--- src/hdl/sdl_consts.svh ---
/*
 * Constants for the segment driver shift/latch block: widths, channel
 * counts, level codes and pin timing figures.
 * Assumes it is included by bare name after the package.
 */
`ifndef SDL_CONSTS_SVH
`define SDL_CONSTS_SVH

// ----------------------------------------
// Geometry
// ----------------------------------------
`define SDL_SECT_BITS      40
`define SDL_CHANNELS       80
`define SDL_LEVEL_W        2

// ----------------------------------------
// Level codes
// ----------------------------------------
`define SDL_LVL_SEL_ONE    2'h0
`define SDL_LVL_SEL_TWO    2'h1
`define SDL_LVL_OFF_ONE    2'h2
`define SDL_LVL_OFF_TWO    2'h3

// ----------------------------------------
// Timing
// ----------------------------------------
`define SDL_CLK_PERIOD_NS  10
`define SDL_DATA_DELAY_NS  500
`define SDL_DATA_DELAY_CYC (`SDL_DATA_DELAY_NS / `SDL_CLK_PERIOD_NS)

`endif

--- src/hdl/sdl_pkg.sv ---
/*
 * Types for the segment driver shift/latch block.
 * Assumes sdl_consts.svh supplies the numeric constants.
 */
package sdl_pkg;
	typedef logic [39:0] sdl_sect_t;
	typedef logic [1:0]  sdl_level_t;
endpackage

--- src/hdl/sdl_edge_if.sv ---
/*
 * Edge events from the pin sampler to the shift sections.
 * Assumes one clock domain, clk_sys.
 */
interface sdl_edge_if;
	logic shift_fall;
	logic shift_rise;
	logic latch_fall;
	logic phase;
	modport src  (output shift_fall, output shift_rise, output latch_fall, output phase);
	modport sink (input shift_fall, input shift_rise, input latch_fall, input phase);
endinterface

--- src/hdl/sdl_section.sv ---
/*
 * One 40-bit bidirectional shift section with its latch and
 * cascade output.
 * Assumes edge pulses from sdl_edge_if and synchronised pin inputs.
 */
`include "sdl_consts.svh"

module sdl_section (
	// Clock and reset
	input  wire logic         clk_sys,
	input  wire logic         reset,
	// Edge events
	sdl_edge_if.sink          ev,
	// Pins, already synchronised
	input  wire logic         dir_sel,
	input  wire logic         left_in,
	input  wire logic         right_in,
	output logic              left_out,
	output logic              left_oe,
	output logic              right_out,
	output logic              right_oe,
	// Latched data
	output sdl_pkg::sdl_sect_t latched
);
	sdl_pkg::sdl_sect_t shreg;
	sdl_pkg::sdl_sect_t next_shreg;
	sdl_pkg::sdl_sect_t next_latched;
	logic               cas;
	logic               next_cas;

	// ----------------------------------------
	// Shift, cascade and latch
	// ----------------------------------------
	always_comb begin
		next_shreg   = shreg;
		next_cas     = cas;
		next_latched = latched;
		if (ev.shift_fall) begin
			if (!dir_sel) begin
				next_shreg = {shreg[38:0], left_in};    // see RULE_02 see RULE_03
			end else begin
				next_shreg = {right_in, shreg[39:1]};   // see RULE_04
			end
		end
		if (ev.shift_rise) begin
			next_cas = dir_sel ? shreg[0] : shreg[39];  // see RULE_05 see RULE_06
		end
		if (ev.latch_fall) begin
			next_latched = shreg;                       // see RULE_08
		end
	end

	// Device has no reset pin; reset only gives a known start
	always_ff @(posedge clk_sys or posedge reset) begin
		if (reset) begin
			shreg   <= 40'h0;
			cas     <= 1'b0;
			latched <= 40'h0;
		end else begin
			shreg   <= next_shreg;
			cas     <= next_cas;
			latched <= next_latched;
		end
	end

	// Pin direction follows the select
	assign left_oe   = dir_sel;   // see RULE_07
	assign right_oe  = ~dir_sel;  // see RULE_07
	assign left_out  = cas;
	assign right_out = cas;

	AST_LATCH_COPY: assert property (@(posedge clk_sys) disable iff (reset)
		ev.latch_fall |=> latched == $past(shreg)) // see RULE_08
		else $error("latch did not copy shift register");
	AST_LATCH_HOLD: assert property (@(posedge clk_sys) disable iff (reset)
		!ev.latch_fall |=> $stable(latched)) // see RULE_08
		else $error("latch changed without strobe");
	AST_SHIFT_RIGHT: assert property (@(posedge clk_sys) disable iff (reset)
		ev.shift_fall && !dir_sel |=> shreg == {$past(shreg[38:0]), $past(left_in)}) // see RULE_03
		else $error("low-direction shift wrong");
	AST_SHIFT_LEFT: assert property (@(posedge clk_sys) disable iff (reset)
		ev.shift_fall && dir_sel |=> shreg == {$past(right_in), $past(shreg[39:1])}) // see RULE_04
		else $error("high-direction shift wrong");
	AST_NO_SHIFT: assert property (@(posedge clk_sys) disable iff (reset)
		!ev.shift_fall |=> $stable(shreg)) // see RULE_02
		else $error("shift register moved without clock edge");
	AST_CAS_LOW: assert property (@(posedge clk_sys) disable iff (reset)
		ev.shift_rise && !dir_sel |=> right_out == $past(shreg[39])) // see RULE_05
		else $error("right cascade bit wrong");
	AST_CAS_HIGH: assert property (@(posedge clk_sys) disable iff (reset)
		ev.shift_rise && dir_sel |=> left_out == $past(shreg[0])) // see RULE_06
		else $error("left cascade bit wrong");
	AST_PIN_DIR: assert property (@(posedge clk_sys) disable iff (reset)
		left_oe != right_oe && left_oe == dir_sel) // see RULE_07
		else $error("pin direction wrong");

	COV_SHIFT_LOW:  cover property (@(posedge clk_sys) ev.shift_fall && !dir_sel);
	COV_SHIFT_HIGH: cover property (@(posedge clk_sys) ev.shift_fall && dir_sel);
	COV_LATCH:      cover property (@(posedge clk_sys) ev.latch_fall && shreg != 40'h0);
endmodule

--- src/hdl/sdl_level_map.sv ---
/*
 * Maps latched bits and the phase input to 2-bit bias level codes.
 * Assumes latched data and phase are on clk_sys.
 */
`include "sdl_consts.svh"

module sdl_level_map (
	// Clock and reset
	input  wire logic        clk_sys,
	input  wire logic        reset,
	// Source
	input  wire logic        phase,
	input  wire logic [79:0] bits,
	// Level codes
	output logic [159:0]     segment_out
);
	logic [159:0] next_seg;

	// ----------------------------------------
	// Per-channel selection
	// ----------------------------------------
	// On picks a select level, off a non-select level; phase alternates pair
	genvar g;
	generate
		for (g = 0; g < `SDL_CHANNELS; g++) begin : g_ch
			always_comb begin
				if (bits[g]) begin
					next_seg[2*g +: 2] = phase ? `SDL_LVL_SEL_TWO : `SDL_LVL_SEL_ONE; // see RULE_09 see RULE_10 see RULE_12
				end else begin
					next_seg[2*g +: 2] = phase ? `SDL_LVL_OFF_TWO : `SDL_LVL_OFF_ONE; // see RULE_10 see RULE_12
				end
			end
		end
	endgenerate

	always_ff @(posedge clk_sys or posedge reset) begin
		if (reset) begin
			segment_out <= 160'h0;
		end else begin
			segment_out <= next_seg;
		end
	end

	AST_LEVEL_ON: assert property (@(posedge clk_sys) disable iff (reset)
		bits[0] |=> segment_out[1:0] == {1'b0, $past(phase)}) // see RULE_12
		else $error("channel 1 on level wrong");
	AST_LEVEL_OFF: assert property (@(posedge clk_sys) disable iff (reset)
		!reset && !bits[79] |=> segment_out[159:158] == {1'b1, $past(phase)}) // see RULE_12
		else $error("channel 80 off level wrong");
	COV_PHASE_TOGGLE: cover property (@(posedge clk_sys) $changed(phase)); // see RULE_11
endmodule

--- src/hdl/sdl_driver.sv ---
/*
 * Top of the segment driver shift/latch block: pin synchronisers,
 * edge detection, two shift sections and the level mapper.
 * Assumes all pin inputs are asynchronous to clk_sys and that
 * the shift clock stays well below clk_sys/4.
 */
// Overview of operation
// RULE_01 - Two independent sections each have a 40-bit bidirectional register, own select and own pins.
// RULE_02 - Each register moves one place on every falling shift clock edge, taking the serial bit in.
// RULE_03 - With select low data enters at the left pin and moves from bit 1 toward bit 40.
// RULE_04 - With select high data enters at the right pin and moves from bit 40 toward bit 1.
// RULE_05 - With select low the last bit is caught on the rising shift edge and sent out of the right pin.
// RULE_06 - With select high the last bit is caught on the rising shift edge and sent out of the left pin.
// RULE_07 - Select high makes the left pin an output and right an input, select low the reverse.
// RULE_08 - Each falling latch strobe copies every register bit to its latch, held until the next strobe.
// RULE_09 - Every channel picks one of four bias levels from the phase input and its latched bit.
// RULE_10 - Levels one and two are the on levels, levels three and four the off levels.
// RULE_11 - The controller toggles the phase input so each channel alternates and carries no DC.
// RULE_12 - A latched one picks an on level, a zero an off level, phase picks within the pair, coded in 2 bits.
// RULE_13 - Section A drives channels 1 to 40 and section B channels 41 to 80, first bit lowest channel.
`include "sdl_consts.svh"

module sdl_driver (
	// Clock and reset
	input  wire logic         clk_sys,
	input  wire logic         reset,
	// Controller clocks and phase
	input  wire logic         shift_clock,
	input  wire logic         latch_strobe,
	input  wire logic         phase_in,
	// Section A pins
	input  wire logic         dir_select_a,
	input  wire logic         left_io_a_in,
	output logic              left_io_a_out,
	output logic              left_io_a_oe,
	input  wire logic         right_io_a_in,
	output logic              right_io_a_out,
	output logic              right_io_a_oe,
	// Section B pins
	input  wire logic         dir_select_b,
	input  wire logic         left_io_b_in,
	output logic              left_io_b_out,
	output logic              left_io_b_oe,
	input  wire logic         right_io_b_in,
	output logic              right_io_b_out,
	output logic              right_io_b_oe,
	// Channel level codes, 2 bits per channel, channel 1 lowest
	output logic [159:0]      segment_out
);
	// ----------------------------------------
	// Pin synchronisers
	// ----------------------------------------
	localparam int NSYNC = 9;
	logic [NSYNC-1:0] s1;
	logic [NSYNC-1:0] s2;
	logic [NSYNC-1:0] raw;
	logic             shift_d;
	logic             latch_d;
	logic             next_shift_d;
	logic             next_latch_d;

	assign raw = {phase_in, right_io_b_in, left_io_b_in, dir_select_b,
	              right_io_a_in, left_io_a_in, dir_select_a, latch_strobe, shift_clock};

	always_ff @(posedge clk_sys or posedge reset) begin
		if (reset) begin
			s1 <= '0;
			s2 <= '0;
		end else begin
			s1 <= raw;
			s2 <= s1;
		end
	end

	// ----------------------------------------
	// Edge detection
	// ----------------------------------------
	// Edges seen two cycles late; shift clock limits keep margin ample
	always_comb begin
		next_shift_d = s2[0];
		next_latch_d = s2[1];
	end

	always_ff @(posedge clk_sys or posedge reset) begin
		if (reset) begin
			shift_d <= 1'b0;
			latch_d <= 1'b0;
		end else begin
			shift_d <= next_shift_d;
			latch_d <= next_latch_d;
		end
	end

	sdl_edge_if ev ();
	assign ev.shift_fall = shift_d & ~s2[0];
	assign ev.shift_rise = ~shift_d & s2[0];
	assign ev.latch_fall = latch_d & ~s2[1];
	assign ev.phase      = s2[8];

	// ----------------------------------------
	// Sections
	// ----------------------------------------
	sdl_pkg::sdl_sect_t lat_a;
	sdl_pkg::sdl_sect_t lat_b;

	// Two independent sections share only the clocks and reset
	sdl_section u_sect_a ( // see RULE_01
		.clk_sys   (clk_sys),
		.reset     (reset),
		.ev        (ev.sink),
		.dir_sel   (s2[2]),
		.left_in   (s2[3]),
		.right_in  (s2[4]),
		.left_out  (left_io_a_out),
		.left_oe   (left_io_a_oe),
		.right_out (right_io_a_out),
		.right_oe  (right_io_a_oe),
		.latched   (lat_a)
	);

	sdl_section u_sect_b ( // see RULE_01
		.clk_sys   (clk_sys),
		.reset     (reset),
		.ev        (ev.sink),
		.dir_sel   (s2[5]),
		.left_in   (s2[6]),
		.right_in  (s2[7]),
		.left_out  (left_io_b_out),
		.left_oe   (left_io_b_oe),
		.right_out (right_io_b_out),
		.right_oe  (right_io_b_oe),
		.latched   (lat_b)
	);

	// ----------------------------------------
	// Output stage
	// ----------------------------------------
	sdl_level_map u_map (
		.clk_sys     (clk_sys),
		.reset       (reset),
		.phase       (ev.phase),
		.bits        ({lat_b, lat_a}), // see RULE_13
		.segment_out (segment_out)
	);

	// Sampled reset in the antecedent: output stage still holds its reset code
	AST_MAP_A: assert property (@(posedge clk_sys) disable iff (reset)
		!reset |=> segment_out[1] == ~$past(lat_a[0])) // see RULE_13
		else $error("channel 1 not from section A bit 1");
	AST_MAP_B: assert property (@(posedge clk_sys) disable iff (reset)
		!reset |=> segment_out[81] == ~$past(lat_b[0])) // see RULE_13
		else $error("channel 41 not from section B bit 1");
	AST_MAP_A_LAST: assert property (@(posedge clk_sys) disable iff (reset)
		!reset |=> segment_out[79] == ~$past(lat_a[39])) // see RULE_13
		else $error("channel 40 not from section A bit 40");
	AST_MAP_B_LAST: assert property (@(posedge clk_sys) disable iff (reset)
		!reset |=> segment_out[159] == ~$past(lat_b[39])) // see RULE_13
		else $error("channel 80 not from section B bit 40");
	AST_PHASE_OUT: assert property (@(posedge clk_sys) disable iff (reset)
		!reset |=> segment_out[0] == $past(s2[8])) // see RULE_09
		else $error("channel 1 level ignores phase");
	AST_EDGE_EXCL: assert property (@(posedge clk_sys) disable iff (reset)
		!(ev.shift_fall && ev.shift_rise)) // see RULE_02
		else $error("shift rise and fall in one cycle");
	AST_FALL_ONE: assert property (@(posedge clk_sys) disable iff (reset)
		ev.shift_fall |=> !ev.shift_fall) // see RULE_02
		else $error("one shift edge gave two pulses");
	COV_BOTH_DIRS: cover property (@(posedge clk_sys) s2[2] != s2[5]);
endmodule

--- config.mk ---
export PLATFORM = sky130hd
export DESIGN_NAME = sdl_driver
export DESIGN_NICKNAME = d
export VERILOG_FILES = /design/src/hdl/sdl_pkg.sv /design/src/hdl/sdl_edge_if.sv /design/src/hdl/sdl_section.sv /design/src/hdl/sdl_level_map.sv /design/src/hdl/sdl_driver.sv
export VERILOG_INCLUDE_DIRS = /design/src /design/src/hdl
export SDC_FILE = /design/constraint.sdc
export NUM_CORES = 1
export LEC_CHECK = 0
export ABC_AREA = 1
export BUFFER_PORTS_ARGS = -buffer_cell sky130_fd_sc_hd__buf_2
export CORE_ASPECT_RATIO = 1.75
export CORE_MARGIN = 2
export CORE_UTILIZATION = 35
export CTS_BUF_LIST = sky130_fd_sc_hd__clkbuf_4 sky130_fd_sc_hd__clkbuf_8
export DETAILED_ROUTE_END_ITERATION = 7
export GPL_TIMING_DRIVEN = 0
export SLEW_MARGIN = 0
export SYNTH_ARGS = -nofsm -noshare
export SYNTH_HDL_FRONTEND = slang
export SYNTH_SLANG_ARGS = --single-unit
export TNS_END_PERCENT = 20
--- constraint.sdc ---
create_clock -name clk_sys -period 11.6 [get_ports clk_sys]
set_input_delay 1.74 -clock clk_sys [delete_from_list [all_inputs] [get_ports clk_sys]]
set_output_delay 1.74 -clock clk_sys [all_outputs]
set_load 0.01 [all_outputs]
==> summary.txt <==
Outcome
  – Status: complete, no violations

Setup path
  – Crit. Startpoint: u_map.segment_out[158]
  – CP endpoint kind: primary output
  – WP buf/inv: 3
  – Worst EP arrival: 1.57 ns
  – Slowest-stage cell, CP: dfrtp_2
  – Critical Path Fanout Max: between 70 and 80
  – Crit-path cells: buf_12 > buf_4 > buf_2
  – CP peak stage delay: around 0.46 ns
  – CP Class: reg -> out
  – R2R Path Start: s2[1]
  – Req. time, crit path: between 9 and 10 ns
  – Delay-heaviest family, CP: buffers and inverters
  – Critical Path Start Type: register

Timing
  – Min cycle time layout: around 3.3 ns
  – Skew final: between 0.01 and 0.015 ns
  – Worst slew pin tran: between 0.6 and 0.7 ns
  – Setup violators final: 0
  – Hold WS: 0.347 ns
  – RSZ-0062 raised after global routing: no
  – Slew margin rel.: 59.3%
  – Fin crit share: around 29%
  – Final Max Slew Viols: 0
  – Max Freq: between 300 and 400 MHz
  – Sum Neg Setup Slack: 0 ns
  – Final Hold Fails: 0

GRT
  – Vias in the first global route: ~7600
  – Largest net degree at the start of global routing: 116
  – Gr usage total: between 10% and 20%
  – Gr ovfl total: 0
  – First-pass GRT wire length: between 30 and 40 mm
  – Initial antenna violation count: 0

Hold path
  – Worst hold path type: reg -> reg
  – Worst Hold Launch: s1[5]

Floorplanning
  – Num rows: between 80 and 90
  – Num ports: roughly 180
  – Initial Util: between 30% and 40%
  – Core ar.: 30600 um2
  – Die area: roughly 33000 um2
  – Die width: 137 um
  – Die Y: roughly 240 um

Route
  – Drt total wl: between 20 and 25 mm
  – Mean routed wirelength per cell: around 12 um
  – Drt via density: about 4.3
  – Initial DRC Count: a little under 400
  – Drc violations: 0
  – Detail Route Antenna Nets: 0
  – Via count: between 8000 and 9000
  – Pre-antenna DRT Iters: 5

Placed design
  – Cells after DPL: roughly 1800
  – Post-detail-place hpwl: around 16 mm
  – DP Area: around 12000 um2
  – GPL Wtd Cong: 0.774
  – I/O Buffers: about 180

Clocking
  – # hold bufs at CTS: 0
  – CTS resizes: 0
  – CTS tree: yes
  – Depth of the CTS H-tree: 2
  – CTS sink cnt: approximately 260
  – Clock Latency Late Sink: 0.55 ns
  – Maximum root-to-sink buffer count: 3
  – Clock buffer count from CTS: 40
  – Post-CTS Setup Bufs: 0
  – Clock Tree Root: clkbuf_8
  – Clock-pin slew on the worst setup and hold paths: 0.06 ns

Yosys
  – Top post-synthesis cells by area: dfrtp_1 (61%), nand2_1 (23%), buf_4 (6.1%), nand3_1 (3.7%), inv_1 (2.9%)
  – Register area share after synthesis: between 60 and 70%
  – Yosys reg bits: 263
  – Syn_area_per_cell: 8.87 um2
  – Leading area contributor after synthesis: dfrtp_1
  – Synthesized instance count: ~1200
  – Yosys warning count: 0
  – Synth unique cells: 11
  – Top cell type's share of synthesized area: 60.5%
  – Syn Nets: 1237
  – Synthesized area: 10900 um2

Cells and area
  – Non-filler cells, final: 1861
  – Share of layout cells above drive strength 1: about a quarter
  – Final Net Count: ~1500
  – Fillers: 3078
  – Final Cell Area: 13100 um2
  – Antenna Diode Count: 0
  – Synth-to-layout area growth: 20.4%
  – Most frequent cells in the layout: nand2_1 (653), dfrtp_1 (262), buf_2 (205)
  – Most common cell after layout, fill and taps aside: nand2_1
  – FF/Latch Area: around 6600 um2
  – Multi-input logic area: between 2000 and 3000 um2
  – Utilization after layout: a little over two fifths

Pwr
  – Leakage power figure: roughly 7 nW
  – Worst IR drop on VDD: 0.0000759 V
  – Pwr Density: about 150 nW/um2

Run
  – Max Cap Viol: 0
-- power by group --
group	leakage, nW	switching, W	internal, W
logic	3.39	0.000106	0.0000736
clock network	0.408	0.000343	0.000398
registers	3.20	0.0000309	0.000960
-- Yosys cell counts, drive strengths merged --
library cell,instances
nand2,655
buf,140
inv,88
dfrtp,263
nand3,80
-- routing by layer --
| layer | routed length (um) | GRT usage [%] |
|---|---|---|
| met5 | 0 | 0 |
| met1 | 8840 | 15.8 |
| met2 | 12100 | 26.7 |
| met3 | 1300 | 2.77 |
| met4 | 626 | 5.28 |
-- per-stage QoR --
stage / power (W) / setup slack (ns)
2_1_floorplan: 0.00112 / 2.62
3_3_place_gp: 0.00119 / -0.356
3_5_place_dp: 0.00119 / 8.44
4_1_cts: 0.00195 / 8.24
5_1_grt: 0.00201 / 8.18
6_report: 0.00191 / 8.29
-- flip-flops by register name, indices dropped and copies added (netlist names) --
register and flops:
u_sect_b.shreg 40, s2 9, u_sect_a.left_out 1, u_sect_a.shreg 40
u_sect_a.latched 40, shift_d 1, u_sect_b.latched 40, latch_d 1
u_sect_b.left_out 1, s1 9, u_map.segment_out 81
-- path summary, 6_finish.rpt --
path	end	slack (ns)	cells after the start
setup / recovery	segment_out[30]	8.29	3
hold / removal	s2[5]	0.35	0
setup reg to reg	u_sect_a.latched[8]	10.29	5
hold reg to reg	s2[5]	0.35	0
max in group asynchronous	u_map.segment_out[101]	9.07	4
min in group asynchronous	u_map.segment_out[139]	1.15	2
-- final cells by class --
cell class / count / area share, %
sequential: 263 / 50.3
multi-input combinational: 735 / 22.0
buffer: 140 / 8.23
timing repair buffer: 181 / 7.38
clock buffer: 57 / 5.51
tap: 391 / 3.74
inverter: 88 / 2.66
clock inverter: 6 / 0.258
-- cells by family after synthesis --
family        after synthesis  share of synthesized area, %
buf+inv                   228                          13.0
flops                     263                          60.5
simple gates              735                          26.4
Power figures use the tool's default switching activity.
